### config.mk
export PLATFORM = sky130hd
export DESIGN_NAME = hlis_top
export DESIGN_NICKNAME = d
export VERILOG_FILES = /design/src/pkg/hlis_pkg.sv /design/src/core/hlis_flag_detect.sv /design/src/core/hlis_sticky.sv /design/src/core/hlis_top.sv
export VERILOG_INCLUDE_DIRS = /design/src /design/src/pkg
export SDC_FILE = /design/constraint.sdc
export NUM_CORES = 1
export LEC_CHECK = 0
export ABC_AREA = 1
export BUFFER_PORTS_ARGS = -buffer_cell sky130_fd_sc_hd__buf_2
export CORE_MARGIN = 3
export CORE_UTILIZATION = 49
export CTS_CLUSTER_DIAMETER = 40
export DETAILED_ROUTE_END_ITERATION = 10
export PLACE_DENSITY = 0.85
export SYNTH_ARGS = -nofsm -noshare
export SYNTH_HDL_FRONTEND = slang
export SYNTH_SLANG_ARGS = --single-unit
### constraint.sdc
create_clock -name mclk -period 1.5 [get_ports mclk]
set_input_delay 0.3 -clock mclk [delete_from_list [all_inputs] [get_ports mclk]]
set_output_delay 0.3 -clock mclk [all_outputs]
set_load 0.02 [all_outputs]
### src/pkg/hlis_regs.svh
// Register offsets, field positions and reset values of the link interrupt block
`ifndef HLIS_REGS_SVH
`define HLIS_REGS_SVH

// ****************************************************************
// Register indexes (byte address is four times the index)
// ****************************************************************
`define HLIS_IDX_L2_STATUS 16'h0b16
`define HLIS_IDX_L2_IRQ_EN 16'h0b17
`define HLIS_IDX_L2_OVS_STATUS 16'h0b18
`define HLIS_IDX_L2_OVS_EN 16'h0b19
`define HLIS_IDX_L3_STATUS 16'h0b26
`define HLIS_IDX_L3_IRQ_EN 16'h0b27
`define HLIS_IDX_SUMMARY 16'h0b40
`define HLIS_IDX_CLEAR 16'h0b41

// ****************************************************************
// Fields of the register bytes
// ****************************************************************
`define HLIS_L2_FLAG_BIT 0
`define HLIS_L2_ABORT_BIT 1
`define HLIS_L2_CHECK_BIT 2
`define HLIS_L2_OVS_BIT 0
`define HLIS_L3_RX_DONE_BIT 3
`define HLIS_L3_TX_DONE_BIT 4
`define HLIS_L3_RX_START_BIT 5
`define HLIS_L3_TX_START_BIT 6
`define HLIS_L3_KIND_BIT 7

// ****************************************************************
// Positions in the internal sticky vector (summary/clear layout)
// ****************************************************************
`define HLIS_EV_FLAG2 0
`define HLIS_EV_ABORT2 1
`define HLIS_EV_CHECK2 2
`define HLIS_EV_OVS2 3
`define HLIS_EV_RX_DONE3 4
`define HLIS_EV_TX_DONE3 5
`define HLIS_EV_RX_START3 6
`define HLIS_EV_TX_START3 7

// ****************************************************************
// Reset values and counts
// ****************************************************************
`define HLIS_RESET_BYTE 8'h00
`define HLIS_OVERSIZE_BYTES 276
`define HLIS_FLAG_OCTET 8'h7e
`define HLIS_ABORT_RUN 7

`endif

### src/pkg/hlis_pkg.sv
// Types shared by the link interrupt block
package hlis_pkg;

    typedef logic [7:0] hlis_byte_t;
    typedef logic [15:0] hlis_idx_t;

    // Bus slave answer state
    typedef enum logic [0:0] {
        HLIS_BUS_IDLE = 1'b0,
        HLIS_BUS_ACK = 1'b1
    } hlis_bus_e;

endpackage : hlis_pkg

### src/core/hlis_flag_detect.sv
// Abort run and flag octet detector on the incoming link bit stream
`timescale 1ns/10ps
`include "hlis_regs.svh"

module hlis_flag_detect (
    input wire logic mclk,
    input wire logic rst_b,
    input wire logic bit_valid,
    input wire logic bit_in,
    output logic abort_pulse,
    output logic flag_pulse
);
    import hlis_pkg::*;

    localparam logic [2:0] ABORT_LAST = 3'(`HLIS_ABORT_RUN - 1);

    hlis_byte_t shift_q, shift_d;
    logic [2:0] ones_q, ones_d;
    logic abort_d, flag_d;

    // ****************************************************************
    // Next state
    // ****************************************************************
    // Run counter saturates so one long run of ones reports one abort
    always_comb begin
        shift_d = shift_q;
        ones_d = ones_q;
        abort_d = 1'b0;
        flag_d = 1'b0;
        if (bit_valid) begin
            shift_d = {shift_q[6:0], bit_in};
            if (!bit_in) begin
                ones_d = 3'h0;
            end else if (ones_q != 3'h7) begin
                ones_d = ones_q + 3'h1;
            end
            abort_d = bit_in && (ones_q == ABORT_LAST);
            flag_d = ({shift_q[6:0], bit_in} == `HLIS_FLAG_OCTET);
        end
    end

    // Registers
    always_ff @(posedge mclk) begin
        if (!rst_b) begin
            shift_q <= `HLIS_RESET_BYTE;
            ones_q <= 3'h0;
            abort_pulse <= 1'b0;
            flag_pulse <= 1'b0;
        end else begin
            shift_q <= shift_d;
            ones_q <= ones_d;
            abort_pulse <= abort_d;
            flag_pulse <= flag_d;
        end
    end
endmodule : hlis_flag_detect

### src/core/hlis_sticky.sv
// Bank of sticky event flags, set wins over clear
`timescale 1ns/10ps

module hlis_sticky #(
    parameter int N = 8
) (
    input wire logic mclk,
    input wire logic rst_b,
    input wire logic [N-1:0] set_in,
    input wire logic [N-1:0] clr_in,
    output logic [N-1:0] flag_q
);
    logic [N-1:0] flag_d;

    // ****************************************************************
    // One flag per event
    // ****************************************************************
    // An event in the clearing cycle must not be lost, so set wins
    for (genvar i = 0; i < N; i++) begin : g_flag
        always_comb begin
            flag_d[i] = set_in[i] | (flag_q[i] & ~clr_in[i]);
        end
        always_ff @(posedge mclk) begin
            if (!rst_b) begin
                flag_q[i] <= 1'b0;
            end else begin
                flag_q[i] <= flag_d[i];
            end
        end
    end

endmodule : hlis_sticky

### src/core/hlis_top.sv
// Interrupt status and enable registers of data link controllers 2 and 3
//
// The Avalon-MM slave port was left to the implementer.
`timescale 1ns/10ps
`include "hlis_regs.svh"

// Functional notes
// - Link 2 check-sequence error interrupts only while its enable is set.
// - Link 2 raises abort on seven consecutive ones when enabled.
// - Link 2 raises idle interrupt on flag octet 0x7E when enabled.
// - Link 2 flags oversize when a received message exceeds 276 bytes.
// - Oversize status stays set until its register is read or its clear bit is written; read clears.
// - Oversize enable bit: 1 allows the interrupt, 0 suppresses it.
// - Link 3 kind bit reads 0 bit-oriented, 1 message-oriented.
// - Link 3 transmit sets start status when a message starts.
// - Link 3 receive sets start status when a message starts.
// - Link 3 transmit sets done status when a message is sent.
// - Link 3 status bits show events since last read or write-one clear; read clears.
// - Receive done rises on full message or on full receive buffer.
module hlis_top #(
    parameter int OVERSIZE_BYTES = `HLIS_OVERSIZE_BYTES
) (
    input wire logic mclk,
    input wire logic rst_b,
    input wire logic [17:0] avs_address,
    input wire logic avs_read,
    input wire logic avs_write,
    input wire logic [31:0] avs_writedata,
    input wire logic [3:0] avs_byteenable,
    output logic [31:0] avs_readdata,
    output logic avs_waitrequest,
    input wire logic l2_rx_bit_valid,
    input wire logic l2_rx_bit,
    input wire logic l2_rx_check_error,
    input wire logic l2_rx_msg_start,
    input wire logic l2_rx_byte_strobe,
    input wire logic l3_tx_msg_start,
    input wire logic l3_tx_msg_end,
    input wire logic l3_rx_msg_start,
    input wire logic l3_rx_msg_complete,
    input wire logic l3_rx_buf_full,
    input wire logic l3_rx_kind,
    output logic irq
);
    import hlis_pkg::*;

    localparam logic [8:0] OVS_LIMIT = 9'(OVERSIZE_BYTES);

    // ****************************************************************
    // Declarations
    // ****************************************************************
    hlis_bus_e bus_q, bus_d;
    logic [31:0] rdata_d;
    logic wait_d;
    hlis_byte_t ier2_q, ier2_d;
    hlis_byte_t ovs_en_q, ovs_en_d;
    hlis_byte_t ier3_q, ier3_d;
    logic kind_q, kind_d;
    logic [8:0] cnt_q, cnt_d;
    logic ovs_ev_q, ovs_ev_d;
    logic irq_d;
    logic abort_ev, flag_ev;
    logic [7:0] ev_set, ev_clr, st, en;
    logic take, hit_rd, hit_wr;
    hlis_idx_t idx;
    hlis_byte_t wbyte;

    // ****************************************************************
    // Event sources
    // ****************************************************************
    hlis_flag_detect u_detect (
        .mclk(mclk),
        .rst_b(rst_b),
        .bit_valid(l2_rx_bit_valid),
        .bit_in(l2_rx_bit),
        .abort_pulse(abort_ev),
        .flag_pulse(flag_ev)
    );

    // Byte counter of the current link 2 message; fires once past limit
    always_comb begin
        cnt_d = cnt_q;
        ovs_ev_d = 1'b0;
        if (l2_rx_msg_start) begin
            cnt_d = 9'h000;
        end else if (l2_rx_byte_strobe && cnt_q <= OVS_LIMIT) begin
            cnt_d = cnt_q + 9'h001;
            ovs_ev_d = (cnt_q == OVS_LIMIT);
        end
    end

    always_ff @(posedge mclk) begin
        if (!rst_b) begin
            cnt_q <= 9'h000;
            ovs_ev_q <= 1'b0;
        end else begin
            cnt_q <= cnt_d;
            ovs_ev_q <= ovs_ev_d;
        end
    end

    // Event vector in summary layout
    always_comb begin
        ev_set = 8'h00;
        ev_set[`HLIS_EV_FLAG2] = flag_ev;
        ev_set[`HLIS_EV_ABORT2] = abort_ev;
        ev_set[`HLIS_EV_CHECK2] = l2_rx_check_error;
        ev_set[`HLIS_EV_OVS2] = ovs_ev_q;
        ev_set[`HLIS_EV_RX_DONE3] = l3_rx_msg_complete | l3_rx_buf_full;
        ev_set[`HLIS_EV_TX_DONE3] = l3_tx_msg_end;
        ev_set[`HLIS_EV_RX_START3] = l3_rx_msg_start;
        ev_set[`HLIS_EV_TX_START3] = l3_tx_msg_start;
    end

    hlis_sticky #(
        .N(8)
    ) u_sticky (
        .mclk(mclk),
        .rst_b(rst_b),
        .set_in(ev_set),
        .clr_in(ev_clr),
        .flag_q(st)
    );

    // ****************************************************************
    // Bus decode
    // ****************************************************************
    // Requests are served one cycle after they appear; the ack cycle
    // blocks a second take while the master is still releasing
    always_comb begin
        idx = avs_address[17:2];
        wbyte = avs_writedata[7:0];
        take = (bus_q == HLIS_BUS_IDLE) && (avs_read || avs_write);
        hit_rd = take && avs_read;
        hit_wr = take && avs_write && avs_byteenable[0];
    end

    // Clear-on-read of the status registers plus write-one clear
    always_comb begin
        ev_clr = 8'h00;
        if (hit_rd && idx == `HLIS_IDX_L2_STATUS) begin
            ev_clr[2:0] = 3'h7;
        end
        if (hit_rd && idx == `HLIS_IDX_L2_OVS_STATUS) begin
            ev_clr[`HLIS_EV_OVS2] = 1'b1;
        end
        if (hit_rd && idx == `HLIS_IDX_L3_STATUS) begin
            ev_clr[7:4] = 4'hf;
        end
        if (hit_wr && idx == `HLIS_IDX_CLEAR) begin
            ev_clr = ev_clr | wbyte;
        end
    end

    // Control registers and answer
    always_comb begin
        bus_d = HLIS_BUS_IDLE;
        wait_d = 1'b1;
        rdata_d = avs_readdata;
        ier2_d = ier2_q;
        ovs_en_d = ovs_en_q;
        ier3_d = ier3_q;
        kind_d = l3_rx_kind;
        if (take) begin
            bus_d = HLIS_BUS_ACK;
            wait_d = 1'b0;
            rdata_d = 32'h0000_0000;
            case (idx)
                `HLIS_IDX_L2_STATUS: begin
                    rdata_d[2:0] = st[2:0];
                end
                `HLIS_IDX_L2_IRQ_EN: begin
                    rdata_d[2:0] = ier2_q[2:0];
                end
                `HLIS_IDX_L2_OVS_STATUS: begin
                    rdata_d[`HLIS_L2_OVS_BIT] = st[`HLIS_EV_OVS2];
                end
                `HLIS_IDX_L2_OVS_EN: begin
                    rdata_d[`HLIS_L2_OVS_BIT] = ovs_en_q[`HLIS_L2_OVS_BIT];
                end
                `HLIS_IDX_L3_STATUS: begin
                    rdata_d[`HLIS_L3_KIND_BIT] = kind_q;
                    rdata_d[6:3] = {st[7], st[6], st[5], st[4]};
                end
                `HLIS_IDX_L3_IRQ_EN: begin
                    rdata_d[6:3] = ier3_q[6:3];
                end
                `HLIS_IDX_SUMMARY: begin
                    rdata_d[7:0] = st;
                end
                default: begin
                    rdata_d = 32'h0000_0000;
                end
            endcase
        end
        if (hit_wr) begin
            case (idx)
                `HLIS_IDX_L2_IRQ_EN: begin
                    ier2_d = {5'h00, wbyte[2:0]};
                end
                `HLIS_IDX_L2_OVS_EN: begin
                    ovs_en_d = {7'h00, wbyte[0]};
                end
                `HLIS_IDX_L3_IRQ_EN: begin
                    ier3_d = {1'b0, wbyte[6:3], 3'h0};
                end
                default: begin
                    ier2_d = ier2_q;
                end
            endcase
        end
    end

    // Enable vector in summary layout gates the interrupt line
    always_comb begin
        en = {ier3_q[`HLIS_L3_TX_START_BIT], ier3_q[`HLIS_L3_RX_START_BIT],
            ier3_q[`HLIS_L3_TX_DONE_BIT], ier3_q[`HLIS_L3_RX_DONE_BIT],
            ovs_en_q[`HLIS_L2_OVS_BIT], ier2_q[2:0]};
        irq_d = |(st & en);
    end

    always_ff @(posedge mclk) begin
        if (!rst_b) begin
            bus_q <= HLIS_BUS_IDLE;
            avs_waitrequest <= 1'b1;
            avs_readdata <= 32'h0000_0000;
            ier2_q <= `HLIS_RESET_BYTE;
            ovs_en_q <= `HLIS_RESET_BYTE;
            ier3_q <= `HLIS_RESET_BYTE;
            kind_q <= 1'b0;
            irq <= 1'b0;
        end else begin
            bus_q <= bus_d;
            avs_waitrequest <= wait_d;
            avs_readdata <= rdata_d;
            ier2_q <= ier2_d;
            ovs_en_q <= ovs_en_d;
            ier3_q <= ier3_d;
            kind_q <= kind_d;
            irq <= irq_d;
        end
    end
endmodule : hlis_top

==> impl_metrics.ini <==
[cells_and_area]
nFillCells = 474
fin_cells = 515
final_common_cell = nand2_1
final_cell_mix = nand2_1, buf_2, dfxtp_1, inv_1, nand3_1
areaGrowthSynthToFinish_pct = 16.8
drive_above_1_share_pct = 24.5
nNetsFinal = 518
num_antenna_cells = 0

[global_route]
antenna_found_initial = 0
grt.overflow.total = 0
grt_start_max_net_pins = 16
grt_pass1_vias = 2181
gr-usage-all-layers_pct = 17.8
grt_pass1_wl_um = 9180

[power_and_ir_drop]
powerDensity_nw_per_um2 = 821
internal_power_mw = 1.96
p_comb_share_pct = 11.5
ir_drop_uv = 641
seq_power_share_pct = 53.0
clkPwrFrac_pct = 35.5
swShare_pct = 25.0
p_sw_uw = 651
p_leak_nw = 1.42

[yosys]
yosysTopAreaCell = dfxtp_1
syn_inst = 381
synth_warnings = 0
synth_seq_cells = 50
synth_top_area_share_pct = 36.8
syn_avg_cell_area_um2 = 7.14
synth.area.top_cells = dfxtp_1, nand2_1, nand3_1, buf_4, inv_1
yosysSeqAreaShare_pct = 36.8
syn_area_um2 = 2720
synth_cell_types = 36

[setup_path]
rr_worst_depth = 9
worst-setup-path-type = reg -> reg
r2r-end = cnt_q[7]
cp-start-kind = register
end_kind = register
arrival_ns = 1.73
timing.rr.start = cnt_q[1]
crit_required_ns = 1.74
reg2reg_slack_ns = 0.01
cp_max_fo = 7

[detailed_routing]
drt-wirelength-per-cell_um = 11.2
antenna_left = 0
vias_per_cell = 4.85
wirelength_um = 5770
drt-initial-drc-count = 95
dr.pass1.iters = 4
drc = 0
vias = 2497

[clock_network]
cts-root-buf = clkbuf_8
clkSlewWorstSetupHoldPaths_ns = 0.09
cts_buffers = 5
htree_num_levels = 2
cts.sinks = 50
hold_buffers = 0
clkLatencyLatePin_ns = 0.30
cts_tree = built
cts.path.max_buffers = 2

[placement]
routabilityCongestion = 0.897
io_buffer_count = 49
dp_cells = 503
hpwl_um = 4440

[sta]
hold_ws_ns = 0.216
maxSlewViolCount = 0
final_hold_viol_count = 0
fin_crit_sh_pct = 99.3
setup-tns-final_ns = 0
post-route-min-period_ns = 1.49
finClkSkew_ns = 0.00723
setup_viol = 0
fmax_ghz = 0.671

[floorplanning]
io_pins = 103
die-width_um = 80.5
fp.coreArea_um2 = 5240
die_y_um = 80.5
die-area_um2 = 6480
rows = 26
start_util_pct = 51.9

[min_path]
hold_class = in -> reg
holdPathStages = 3
hold_path_end = kind_q
hold_start = l3_rx_kind

[flow_run]
maxCapViolations = 0

[run_status]
status = finished, final reports clean
## registers in the layout (all words and copies together), names as in the netlist
name and flops:
kind_q 1, ovs_en_q 1, avs_readdata 8, u_detect.flag_pulse 1, irq 1, u_detect.shift_q 7
cnt_q 9, avs_waitrequest 1, u_detect.abort_pulse 1, ier2_q 3, ier3_q 4, u_detect.ones_q 3
u_sticky.flag_q 8, bus_q 1, ovs_ev_q 1
## power by group through the flow
stage                     clock network (mW)  logic, mW  registers [mW]
after floorplan                            0      0.228            1.41
after global placement                     0      0.278            1.41
after detailed placement                   0      0.284            1.41
after CTS                              0.936      0.285            1.38
after global routing                   0.994      0.336            1.39
final                                  0.925      0.301            1.38
## cell families after synthesis
kind of cell               Yosys count  synth area share (%)
buffers and inverters               74                  14.3
AOI/OAI and AO/OA                   50                  10.2
adders and majority gates            5                  2.30
and+or+nand+nor                    198                  35.3
xor gates and xnor gates             3                 0.967
other                                1                 0.138
DFF                                 50                  36.8
## Yosys cell counts
cell type,number
nand2_4,2
o21ai_2,1
buf_4,24
inv_1,42
xnor2_1,2
nand2_2,5
nor3_1,6
nand2_1,93
xor2_1,1
a21oi_2,3
dfxtp_1,50
inv_2,2
nand3_2,1
a22o_1,1
conb_1,1
clkbuf_1,3
nor3_4,2
nand3_1,37
o31ai_1,1
nand3b_1,1
a41oi_1,1
buf_2,1
o21ai_1,2
buf_8,1
nand3_4,2
nand4_1,5
nor3_2,1
a31oi_1,1
and2_4,1
a21oi_1,26
nor2_2,5
buf_6,1
o21ai_0,14
ha_1,5
nor2_1,32
nor2_4,5
## final cells by class
| class | instances | area [um2] | share of cell area (%) |
|---|---|---|---|
| multi-input cells | 281 | 1450 | 45.8 |
| flip-flops and latches | 50 | 1000 | 31.6 |
| repair buffers | 62 | 359 | 11.3 |
| inverters | 44 | 165 | 5.20 |
| well taps | 70 | 87.6 | 2.76 |
| clock buffers | 7 | 76.3 | 2.40 |
| clock inverters | 1 | 30.0 | 0.946 |
## through the flow
step	area, um2	setup slack, ns	power (mW)	utilization, %
after floorplan	2810	0.207	1.64	-
final	3180	0.00975	2.61	60.6
after CTS	3110	0.0226	2.60	59.4
after global routing	3180	-0.123	2.72	60.6
after global placement	3000	0.0655	1.69	57.3
after detailed placement	3000	0.0367	1.70	57.3
## worst max-delay path by stage
stage | from | cells past startpoint | endpoint | slack [ns]
after detailed placement | avs_address[17] | 8 | u_sticky.flag_q[1] | 0.04
after global routing | cnt_q[1] | 9 | cnt_q[7] | -0.12
after global placement | cnt_q[1] | 9 | cnt_q[1] | 0.07
after CTS | cnt_q[1] | 9 | cnt_q[1] | 0.02
after floorplan | cnt_q[0] | 9 | cnt_q[0] | 0.21
final | cnt_q[1] | 9 | cnt_q[7] | 0.01
## worst max-delay path, stage by stage, from the launching register on
cell and delay [ns]:
dfxtp_2 0.34, inv_2 0.06, ha_4 0.13, nand2_2 0.05, nor3_2 0.15, nand4_1 0.24, nand2_4 0.19, buf_6 0.11
nand2_2 0.04, a21oi_2 0.12
## what timing repair did
action,in CTS,in global routing
resized for setup,0,13
endpoints found under the setup margin,0,9
setup buffers,0,3
hold endpoints to repair,0,0
## layer usage
| metal | vias to the layer above | wire (um) | share of wire, % | global-route usage (%) |
|---|---|---|---|---|
| met2 | 85 | 2880 | 50 | 30.3 |
| met4 | 0 | 95 | 1.6 | 6.08 |
| li1 | 1298 | - | - | - |
| met5 | - | 0 | 0 | 0 |
| met3 | 10 | 415 | 7.2 | 4.93 |
| met1 | 1104 | 2380 | 41 | 21.4 |
(Power assumes the default switching activity.)
